--- src/logic/cat_regs.vh ---
`ifndef CAT_REGS_VH
`define CAT_REGS_VH
// ----------------------------------------------------------------
// Contract
// ----------------------------------------------------------------
// Contract
// - one chosen reference times everything
// - failed reference falls back to internal
// - drop/insert refused when disabled; reverts network
// - only data port one may be reference
// - external rate 2048/1544/8, default 1544
// - outgoing timing rates independent of reference; port one clock drops the 8 kbps data link only while port one is chosen
// - yellow alarm on both lines when enabled
// - drop/insert disabled: always yellow on network
// - yellow disabled: received yellow sends AIS
// - self-test at reset when enabled
// - timeout ends tests after set duration
// - duration 1 to 120 minutes, default 10
// - data link takes 8 kbps of port

// ----------------------------------------------------------------
// register offsets (word indices, compared directly with the bus address)
// ----------------------------------------------------------------
`define CAT_OFS_CTRL      4'h0
`define CAT_OFS_STATUS    4'h1
`define CAT_OFS_IRQ_STAT  4'h2
`define CAT_OFS_IRQ_MASK  4'h3
`define CAT_OFS_TEST      4'h4
`define CAT_OFS_PORT      4'h5

// ----------------------------------------------------------------
// control register fields
// ----------------------------------------------------------------
`define CAT_CTRL_SRC_LSB  0
`define CAT_CTRL_EXT_LSB  4
`define CAT_CTRL_YEL_BIT  6
`define CAT_CTRL_DI_BIT   7
`define CAT_CTRL_ST_BIT   8
`define CAT_CTRL_TO_BIT   9
`define CAT_CTRL_DUR_LSB  16
// network source, 1544 rate, yellow, drop/insert, self-test on, 10 minutes
`define CAT_CTRL_RESET    32'h000A_01D0
`define CAT_PORT_RESET    11'h040

// ----------------------------------------------------------------
// reference source and external rate codes
// ----------------------------------------------------------------
`define CAT_SRC_NET       3'h0
`define CAT_SRC_DI        3'h1
`define CAT_SRC_INT       3'h2
`define CAT_SRC_EXT       3'h3
`define CAT_SRC_PORT1     3'h4
`define CAT_EXT_2048      2'h0
`define CAT_EXT_1544      2'h1
`define CAT_EXT_8         2'h2

// ----------------------------------------------------------------
// interrupt bits
// ----------------------------------------------------------------
`define CAT_IRQ_FALLBACK  0
`define CAT_IRQ_TEST_END  1
`define CAT_IRQ_ST_DONE   2
`define CAT_IRQ_DI_REVERT 3

// ----------------------------------------------------------------
// timing
// ----------------------------------------------------------------
// one minute of the 250 MHz clock; needs 34 bits
`define CAT_MINUTE_CYC    34'h3_7E11_D600
`define CAT_REF_WINDOW    14'h2000
`define CAT_LOSS_EDGES    8'h04
`define CAT_ST_CYCLES     16'h0400
`define CAT_DUR_MIN       7'h01
`define CAT_DUR_MAX       7'h78
`define CAT_DL_KBPS       11'h008
`endif

--- src/logic/cat_control.v ---
`timescale 1ns/1ps
`include "cat_regs.vh"
module cat_control #(
  parameter [33:0] MINUTE_CYCLES = `CAT_MINUTE_CYC,
  parameter [13:0] REF_WINDOW    = `CAT_REF_WINDOW
) (
  input  wire        clk_sys_i,
  input  wire        rstn_i,
  input  wire [3:0]  avs_address_i,
  input  wire        avs_read_i,
  input  wire        avs_write_i,
  input  wire [31:0] avs_writedata_i,
  input  wire [3:0]  avs_byteenable_i,
  output reg  [31:0] avs_readdata_o,
  output reg         avs_waitrequest_o,
  input  wire        ref_net_i,
  input  wire        ref_di_i,
  input  wire        ref_ext_i,
  input  wire        ref_port1_i,
  input  wire        yellow_cond_i,
  input  wire        yellow_rx_net_i,
  input  wire        test_start_i,
  input  wire        test_stop_i,
  input  wire        self_test_ok_i,
  output reg  [2:0]  ref_sel_o,
  output reg  [1:0]  ext_rate_o,
  output reg         on_internal_o,
  output reg         yellow_net_o,
  output reg         yellow_di_o,
  output reg         ais_di_o,
  output reg         self_test_run_o,
  output reg         test_active_o,
  output reg  [10:0] port1_clk_kbps_o,
  output reg  [10:0] port1_user_kbps_o,
  output reg         irq_o
);

  // ----------------------------------------------------------------
  // configuration and status state
  // ----------------------------------------------------------------
  reg  [31:0] ctrl;            // software control word
  reg  [3:0]  irq_stat;        // sticky events
  reg  [3:0]  irq_mask;        // enables per event
  reg  [10:0] port_rate;       // port one rate in kbps
  reg         port_dl_en;      // embedded_data_link on port one
  reg         ref_lost;        // selected reference declared lost
  reg  [7:0]  miss_cnt;        // windows without an edge
  reg  [13:0] win_cnt;         // edge search window
  reg         ref_prev;        // last sample of chosen reference
  reg         seen_edge;       // edge within current window
  reg  [33:0] min_cnt;         // cycles within one minute
  reg  [6:0]  minutes;         // minutes of running test
  reg  [15:0] st_cnt;          // self-test length
  reg         st_pending;      // self-test due after reset
  reg  [3:0]  ev;              // events raised this cycle

  wire [2:0]  src      = ctrl[`CAT_CTRL_SRC_LSB+2:`CAT_CTRL_SRC_LSB];
  wire [1:0]  ext_rate = ctrl[`CAT_CTRL_EXT_LSB+1:`CAT_CTRL_EXT_LSB];
  wire        yel_en   = ctrl[`CAT_CTRL_YEL_BIT];
  wire        di_en    = ctrl[`CAT_CTRL_DI_BIT];
  wire        st_en    = ctrl[`CAT_CTRL_ST_BIT];
  wire        to_en    = ctrl[`CAT_CTRL_TO_BIT];
  wire [6:0]  dur      = ctrl[`CAT_CTRL_DUR_LSB+6:`CAT_CTRL_DUR_LSB];
  wire        acc      = (avs_read_i | avs_write_i) & avs_waitrequest_o;
  // a write lands only at the edge where waitrequest is seen low
  wire        wr_done  = avs_write_i & ~avs_waitrequest_o;

  // ----------------------------------------------------------------
  // helpers
  // ----------------------------------------------------------------
  // merge a write word into a register under byte enables
  function [31:0] merge;
    input [31:0] old;
    input [31:0] nw;
    input [3:0]  be;
    integer k;
    begin
      merge = old;
      for (k = 0; k < 4; k = k + 1) begin
        if (be[k]) begin
          merge[k*8 +: 8] = nw[k*8 +: 8];
        end
      end
    end
  endfunction

  // pick the level of the chosen reference
  function ref_level;
    input [2:0] s;
    begin
      case (s)
        `CAT_SRC_NET:   ref_level = ref_net_i;
        `CAT_SRC_DI:    ref_level = ref_di_i;
        `CAT_SRC_EXT:   ref_level = ref_ext_i;
        `CAT_SRC_PORT1: ref_level = ref_port1_i;
        default:        ref_level = 1'b0;
      endcase
    end
  endfunction

  // ----------------------------------------------------------------
  // bus and configuration
  // ----------------------------------------------------------------
  // control word as it would stand after the pending write
  wire [31:0] ctrl_wr = merge(ctrl, avs_writedata_i, avs_byteenable_i);

  // one wait cycle then answer; writes land in the answering cycle
  always @(posedge clk_sys_i) begin
    if (!rstn_i) begin
      avs_waitrequest_o <= 1'b1;
      avs_readdata_o    <= 32'h0000_0000;
      ctrl              <= `CAT_CTRL_RESET;
      irq_mask          <= 4'h0;
      port_rate         <= `CAT_PORT_RESET;
      port_dl_en        <= 1'b0;
    end else begin
      avs_waitrequest_o <= ~acc;
      if (wr_done) begin
        if (avs_address_i == `CAT_OFS_CTRL) begin
          ctrl <= ctrl_wr;
          // drop/insert choice refused while that line is off
          if (avs_byteenable_i[0] && !ctrl_wr[`CAT_CTRL_DI_BIT]
              && avs_writedata_i[2:0] == `CAT_SRC_DI) begin
            ctrl[2:0] <= src;
          end
          // only the three documented rates are taken
          if (avs_byteenable_i[0] && avs_writedata_i[5:4] == 2'h3) begin
            ctrl[5:4] <= ext_rate;
          end
          // other source codes (data ports two up) are refused
          if (avs_byteenable_i[0] && avs_writedata_i[2:0] > `CAT_SRC_PORT1) begin
            ctrl[2:0] <= src;
          end
          // duration kept within one to 120 minutes
          if (avs_byteenable_i[2] && (avs_writedata_i[22:16] < `CAT_DUR_MIN ||
              avs_writedata_i[22:16] > `CAT_DUR_MAX)) begin
            ctrl[22:16] <= dur;
          end
        end else if (avs_address_i == `CAT_OFS_IRQ_MASK) begin
          irq_mask <= avs_writedata_i[3:0];
        end else if (avs_address_i == `CAT_OFS_PORT) begin
          port_rate  <= avs_writedata_i[10:0];
          port_dl_en <= avs_writedata_i[16];
        end
      end
      // line disabled while chosen: reference moves to network
      if (!di_en && src == `CAT_SRC_DI) begin
        ctrl[2:0] <= `CAT_SRC_NET;
      end
      if (acc && avs_read_i) begin
        if (avs_address_i == `CAT_OFS_CTRL) begin
          // rate field hidden unless external is chosen
          avs_readdata_o <= (src == `CAT_SRC_EXT) ? ctrl : (ctrl & 32'hFFFF_FFCF);
        end else if (avs_address_i == `CAT_OFS_STATUS) begin
          avs_readdata_o <= {25'h0, test_active_o, self_test_run_o, ref_lost, on_internal_o, ref_sel_o};
        end else if (avs_address_i == `CAT_OFS_IRQ_STAT) begin
          avs_readdata_o <= {28'h0, irq_stat};
        end else if (avs_address_i == `CAT_OFS_IRQ_MASK) begin
          avs_readdata_o <= {28'h0, irq_mask};
        end else if (avs_address_i == `CAT_OFS_TEST) begin
          avs_readdata_o <= {25'h0, minutes};
        end else if (avs_address_i == `CAT_OFS_PORT) begin
          avs_readdata_o <= {15'h0, port_dl_en, 5'h0, port_rate};
        end else begin
          avs_readdata_o <= 32'h0000_0000;
        end
      end
    end
  end

  // ----------------------------------------------------------------
  // reference monitor and fallback
  // ----------------------------------------------------------------
  // counts windows with no edge; a few in a row declare loss
  always @(posedge clk_sys_i) begin
    if (!rstn_i) begin
      ref_prev  <= 1'b0;
      seen_edge <= 1'b0;
      win_cnt   <= 14'h0000;
      miss_cnt  <= 8'h00;
      ref_lost  <= 1'b0;
    end else begin
      ref_prev <= ref_level(src);
      if (src == `CAT_SRC_INT) begin
        ref_lost  <= 1'b0;
        miss_cnt  <= 8'h00;
        seen_edge <= 1'b0;
        win_cnt   <= 14'h0000;
      end else if (win_cnt == REF_WINDOW - 14'h0001) begin
        win_cnt <= 14'h0000;
        seen_edge <= 1'b0;
        if (seen_edge) begin
          miss_cnt <= 8'h00;
          ref_lost <= 1'b0;
        end else if (miss_cnt == `CAT_LOSS_EDGES - 8'h01) begin
          ref_lost <= 1'b1; // loss after missed edges
        end else begin
          miss_cnt <= miss_cnt + 8'h01;
        end
      end else begin
        win_cnt <= win_cnt + 14'h0001;
        if (ref_level(src) != ref_prev) begin
          seen_edge <= 1'b1;
        end
      end
    end
  end

  // ----------------------------------------------------------------
  // timing, alarm and rate outputs
  // ----------------------------------------------------------------
  // all timing follows one source; fallback to internal on loss
  always @(posedge clk_sys_i) begin
    if (!rstn_i) begin
      ref_sel_o         <= `CAT_SRC_NET;
      on_internal_o     <= 1'b0;
      ext_rate_o        <= `CAT_EXT_1544;
      yellow_net_o      <= 1'b0;
      yellow_di_o       <= 1'b0;
      ais_di_o          <= 1'b0;
      port1_clk_kbps_o  <= 11'h000;
      port1_user_kbps_o <= 11'h000;
    end else begin
      ref_sel_o     <= ref_lost ? `CAT_SRC_INT : src;
      on_internal_o <= ref_lost | (src == `CAT_SRC_INT);
      // ext rate only sets the input divider; output rates stay fixed
      ext_rate_o    <= ext_rate;
      // drop/insert off forces yellow on network
      yellow_net_o  <= yellow_cond_i & (yel_en | ~di_en);
      yellow_di_o   <= yellow_cond_i & yel_en & di_en;
      ais_di_o      <= yellow_rx_net_i & ~yel_en & di_en;
      // data link takes its share of the port
      port1_user_kbps_o <= port_dl_en ? port_rate - `CAT_DL_KBPS : port_rate;
      // expected attached-equipment clock when port one times us
      port1_clk_kbps_o  <= (src == `CAT_SRC_PORT1 && port_dl_en) ? port_rate - `CAT_DL_KBPS : port_rate;
    end
  end

  // ----------------------------------------------------------------
  // self-test and test timeout
  // ----------------------------------------------------------------
  always @(posedge clk_sys_i) begin
    if (!rstn_i) begin
      st_pending      <= 1'b1;
      self_test_run_o <= 1'b0;
      st_cnt          <= 16'h0000;
      test_active_o   <= 1'b0;
      min_cnt         <= 34'h0_0000_0000;
      minutes         <= 7'h00;
      ev              <= 4'h0;
    end else begin
      ev <= 4'h0;
      ev[`CAT_IRQ_FALLBACK]  <= ref_lost & ~on_internal_o;
      ev[`CAT_IRQ_DI_REVERT] <= ~di_en & (src == `CAT_SRC_DI);
      // run after reset only when enabled
      if (st_pending) begin
        st_pending      <= 1'b0;
        self_test_run_o <= st_en;
        st_cnt          <= 16'h0000;
      end else if (self_test_run_o) begin
        if (st_cnt == `CAT_ST_CYCLES - 16'h0001) begin
          self_test_run_o         <= 1'b0;
          ev[`CAT_IRQ_ST_DONE]    <= self_test_ok_i;
        end else begin
          st_cnt <= st_cnt + 16'h0001;
        end
      end
      // tests end by hand, or by timer when enabled
      if (test_stop_i) begin
        test_active_o <= 1'b0;
      end else if (test_start_i && !test_active_o) begin
        test_active_o <= 1'b1;
        min_cnt       <= 34'h0_0000_0000;
        minutes       <= 7'h00;
      end else if (test_active_o && to_en) begin
        if (min_cnt == MINUTE_CYCLES - 34'h0_0000_0001) begin
          min_cnt <= 34'h0_0000_0000;
          if (minutes + 7'h01 >= dur) begin
            test_active_o         <= 1'b0;
            ev[`CAT_IRQ_TEST_END] <= 1'b1;
          end else begin
            minutes <= minutes + 7'h01;
          end
        end else begin
          min_cnt <= min_cnt + 34'h0_0000_0001;
        end
      end
    end
  end

  // ----------------------------------------------------------------
  // interrupts: set wins over write-one-to-clear
  // ----------------------------------------------------------------
  always @(posedge clk_sys_i) begin
    if (!rstn_i) begin
      irq_stat <= 4'h0;
      irq_o    <= 1'b0;
    end else begin
      if (wr_done && avs_address_i == `CAT_OFS_IRQ_STAT) begin
        irq_stat <= (irq_stat & ~avs_writedata_i[3:0]) | ev;
      end else begin
        irq_stat <= irq_stat | ev;
      end
      irq_o <= |(irq_stat & irq_mask);
    end
  end

endmodule

--- config.mk ---
export PLATFORM = sky130hd
export DESIGN_NAME = cat_control
export DESIGN_NICKNAME = d
export VERILOG_FILES = /design/src/logic/cat_control.v
export VERILOG_INCLUDE_DIRS = /design/src /design/src/logic
export SDC_FILE = /design/constraint.sdc
export NUM_CORES = 1
export LEC_CHECK = 0
export ABC_CLOCK_PERIOD_IN_PS = 3090
export BUFFER_PORTS_ARGS = -buffer_cell sky130_fd_sc_hd__buf_2
export CELL_PAD_IN_SITES_DETAIL_PLACEMENT = 2
export CELL_PAD_IN_SITES_GLOBAL_PLACEMENT = 2
export CORE_ASPECT_RATIO = 0.8
export CORE_UTILIZATION = 35
export CTS_CLUSTER_DIAMETER = 40
export CTS_CLUSTER_SIZE = 12
export DETAILED_ROUTE_END_ITERATION = 10
export PLACE_DENSITY = 0.83
export SETUP_SLACK_MARGIN = 0.3
export SLEW_MARGIN = 10
export SYNTH_ARGS = -nofsm -noshare
export SYNTH_HDL_FRONTEND = slang
export SYNTH_SLANG_ARGS = --single-unit
--- constraint.sdc ---
create_clock -name clk_sys_i -period 3.09 [get_ports clk_sys_i]
set_input_delay 0.309 -clock clk_sys_i [delete_from_list [all_inputs] [get_ports clk_sys_i]]
set_output_delay 0.309 -clock clk_sys_i [all_outputs]
set_load 0.05 [all_outputs]
==> metrics.txt <==
CP required=3.49 ns; Distinct cells, synth=62; largest net degree at the start of global routing=68; via total after detailed routing=8512; number of global-route vias before repair=9103; clock-pin slew on the worst setup and hold paths=0.06 ns; leak pwr=0.00439 uW; Post-DRT Antenna Nets=0; # fillers=2656; worst r2r src=minutes[1]; H-tree levels=1; IO buf count=119; gpl congestion=0.839; synthesized instance count=1019; post-synth top area cell=dfxtp_1; crit-path cells=ha_4 > nand3_4 > nor2_4 > xor2_4 > ha_4 > a21oi_2 > and3_1 > o21ai_2 > buf_4 > buf_4 > o41ai_2 > o41ai_4; clock root buffer=clkbuf_16; FF-to-FF path depth=12; Multi-input gate area=4550 um^2; largest family of logic cells by synthesized area=simple AND/OR/NAND/NOR gates; Worst Hold Path Cells=3; XOR/XNOR Fraction of Synth Area=6.70%; DP Worst Slack=0.0108 ns; io pins=120; Simple-Gate Fraction of Synth Area=26.1%; fraction of registers with async set/reset=0%; syn_nets=1085; mux contribution to synthesized area=3.83%; Max Root-Sink Buffers=3; CP max stage delay=0.49 ns; Core Region=24400 um^2; first-pass GRT wire length=52.0 mm; clock skew=0.0161 ns; worst hold start=avs_writedata_i[13]; Worst-Skew Late Latency=0.56 ns; final worst-path cycle share=94.6%; worst hold endpoint=ctrl[13]; CTS buffer count=30; area delta synth->final=25.9%; mapped cell area=8760 um^2; Slew Limit Fails=0; post-synth top area share=46.4%; Seq/Total Area, Yosys=46.4%; dpl hpwl=20.9 mm; Cell Pwr Density=617 nW/um^2; maximum vdd ir drop=382 uV; slew of the pin with the lowest slew margin=0.906 ns; layout cells sized above 1=20.4%; Sink Count=203; grt ovf=0; TritonCTS clock tree=done; FP Rows=51; crit path kind=register to register; Yosys reg bits=203; Post-Synth Adder-Cell Area=1.86%; worst path arrival time=3.32 ns; initial antenna violation count=4; Crit. End Element=register; Starting Density=35.9%; final hold vios=0; Total Nets Final=1204; Max FO, Critical Path=5; Slew HR=39.5%; f_max=342 MHz; main flop type after synthesis=dfxtp_1; Worst path slowest cell=o41ai_2; Reg area=4080 um^2; EDFF count, synth=0; status=completed; dominant cells by area after synthesis=dfxtp_1 46%, nor2_1 5.7%, nand3_1 5.0%, xor2_1 4.8%, a21oi_1 4.3%; FF-to-FF setup slack=0.17 ns; Final Critical Period=2.92 ns; TritonRoute pass-1 iters=7; die area=25700 um^2; Max Cap Viol=0; routed length per instance=24.9 um; reg2reg end=minutes[4]; gr usage total=26.1%; CP Launch Type=register; die width=179 um; Hold Path Class=primary input to register; RSZ-0062 raised after global routing=false; Avg Vias per Cell=5.74; WL final=36.9 mm; die height=144 um; syn avg cell area=8.60 um^2; Final setup violation count=0; compound-cell area share of the yosys netlist=11.4%; drt first-iter violations=624; final setup TNS=0 ns; Synthesis Warnings=0; # DRC=0; setup slack after layout=0.165 ns
-- metrics by stage --
step | hold WS [ns] | total power, uW | instances | util, % | instance area (um^2)
final | 0.0132 | 6810 | 1482 | 45.1 | 11000
after global routing | 0.0187 | 6980 | 1482 | 45.1 | 11000
after CTS | 0.00593 | 6790 | 1471 | 44.3 | 10800
after detailed placement | 0.437 | 3060 | 1415 | 39.6 | 9680
after global placement | 0.425 | 3050 | 1415 | 39.6 | 9680
after floorplan | 0.386 | 2920 | 1019 | - | 8760
-- final cells by class --
cell class	count	share of cell area, %
diodes	3	0.0681
clock buffers	36	7.47
clock inverters	19	2.45
inverters	19	0.658
multi-input cells	734	41.2
flip-flops and latches	203	36.9
well taps	318	3.61
repair buffers	150	7.56
-- where the power goes --
| group | switching, uW | internal [uW] | leakage (uW) |
|---|---|---|---|
| sequential | 29.5 | 2650 | 0.00164 |
| combinational | 270 | 90.4 | 0.00222 |
| clock | 1370 | 2400 | 0.000529 |
| total | 1670 | 5140 | 0.00439 |
-- metal layers --
metal | share of wire, % | track usage [%]
met4 | 3.8 | 11.3
met3 | 4.6 | 4.58
met5 | 0.035 | 0
met2 | 49 | 45.6
met1 | 42 | 31.4
-- synth_stat cells, types with 4 or more instances --
| cell | count |
|---|---|
| buf_1 | 7 |
| and2_1 | 15 |
| o22ai_1 | 4 |
| o31ai_1 | 7 |
| and3_1 | 20 |
| o21ai_1 | 6 |
| and4_1 | 7 |
| nor4_1 | 6 |
| nand4_1 | 28 |
| nor3_1 | 19 |
| a221oi_1 | 11 |
| clkbuf_1 | 49 |
| nor3b_1 | 6 |
| or3_1 | 11 |
| nor2_1 | 133 |
| a211oi_1 | 4 |
| mux2i_1 | 29 |
| ha_1 | 13 |
| nand2_1 | 92 |
| dfxtp_1 | 203 |
| nand3_1 | 88 |
| o211ai_1 | 5 |
| or4_1 | 8 |
| a21oi_1 | 75 |
| xnor2_1 | 19 |
| nand2b_1 | 9 |
| nor4b_1 | 6 |
| o21ai_0 | 19 |
| inv_1 | 17 |
| nor2b_1 | 4 |
| xor2_1 | 48 |
-- flip-flops by register name, indices dropped and copies added (netlist names), 2 cells and up --
name and flops:
avs_readdata_o 32, ctrl 32, ev 4, ext_rate_o 2
irq_mask 4, irq_stat 4, min_cnt 34, minutes 7
miss_cnt 8, port1_clk_kbps_o 11, port1_user_kbps_o 8, port_rate 11
ref_sel_o 3, st_cnt 16, win_cnt 14
-- logic make-up (layout without fill, tap and decap cells) --
logic type,count (synthesis),count (layout)
AO/OA/AOI/OAI,158,158
XOR/XNOR,67,67
adder cells (fa/ha/maj),13,13
buffers and inverters,82,224
flip-flops,203,203
multiplexers,33,33
other,0,3
AND/OR/NAND/NOR,463,463
-- cell usage in the layout, fill, tap and decap left out, types with 4 or more instances in the layout --
| cell type | count |
|---|---|
| a221oi_1 | 11 |
| nand2b_1 | 9 |
| nor3_1 | 17 |
| and4_1 | 7 |
| nor4_1 | 5 |
| bufinv_16 | 6 |
| nor3b_1 | 6 |
| clkbuf_16 | 31 |
| nor4b_1 | 6 |
| and3_1 | 20 |
| nor2b_1 | 4 |
| a21oi_1 | 74 |
| nand2_1 | 92 |
| nor2_1 | 131 |
| and2_1 | 15 |
| clkinv_2 | 6 |
| nand4_1 | 28 |
| xnor2_1 | 18 |
| ha_1 | 11 |
| o22ai_1 | 4 |
| buf_4 | 29 |
| clkinvlp_4 | 4 |
| nand3_1 | 86 |
| or3_1 | 11 |
| o211ai_1 | 5 |
| o21ai_1 | 5 |
| buf_2 | 119 |
| o31ai_1 | 7 |
| xor2_1 | 47 |
| o21ai_0 | 19 |
| or4_1 | 6 |
| dfxtp_1 | 198 |
| a211oi_1 | 4 |
| inv_1 | 17 |
| mux2i_1 | 29 |
-- critical path: cells and delay by family, from the launching register on --
family	cells	cell delay, ns
buf+inv	2	0.29
fa+ha+maj	2	0.43
flops	1	0.39
xor+xnor	1	0.22
simple gates	3	0.49
compound gates	4	0.92
-- how the worst max path moves through the flow --
stage	endpoint	start	depth (start not counted)
final	minutes[4]	minutes[1]	12
after global routing	minutes[4]	minutes[1]	12
after CTS	minutes[4]	minutes[0]	10
after detailed placement	minutes[2]	minutes[0]	10
after global placement	minutes[4]	minutes[0]	10
after floorplan	minutes[3]	minutes[0]	11
-- timing repair --
action | CTS | global route
endpoints found under the hold margin | 1 | 0
cloned | 0 | 0
endpoints found under the setup margin | 9 | 7
hold buffers | 1 | 0
gates resized for setup | 10 | 22
pin swaps | 0 | 7
setup buffers | 0 | 8
Note: power is estimated with default switching activity, not from simulation.
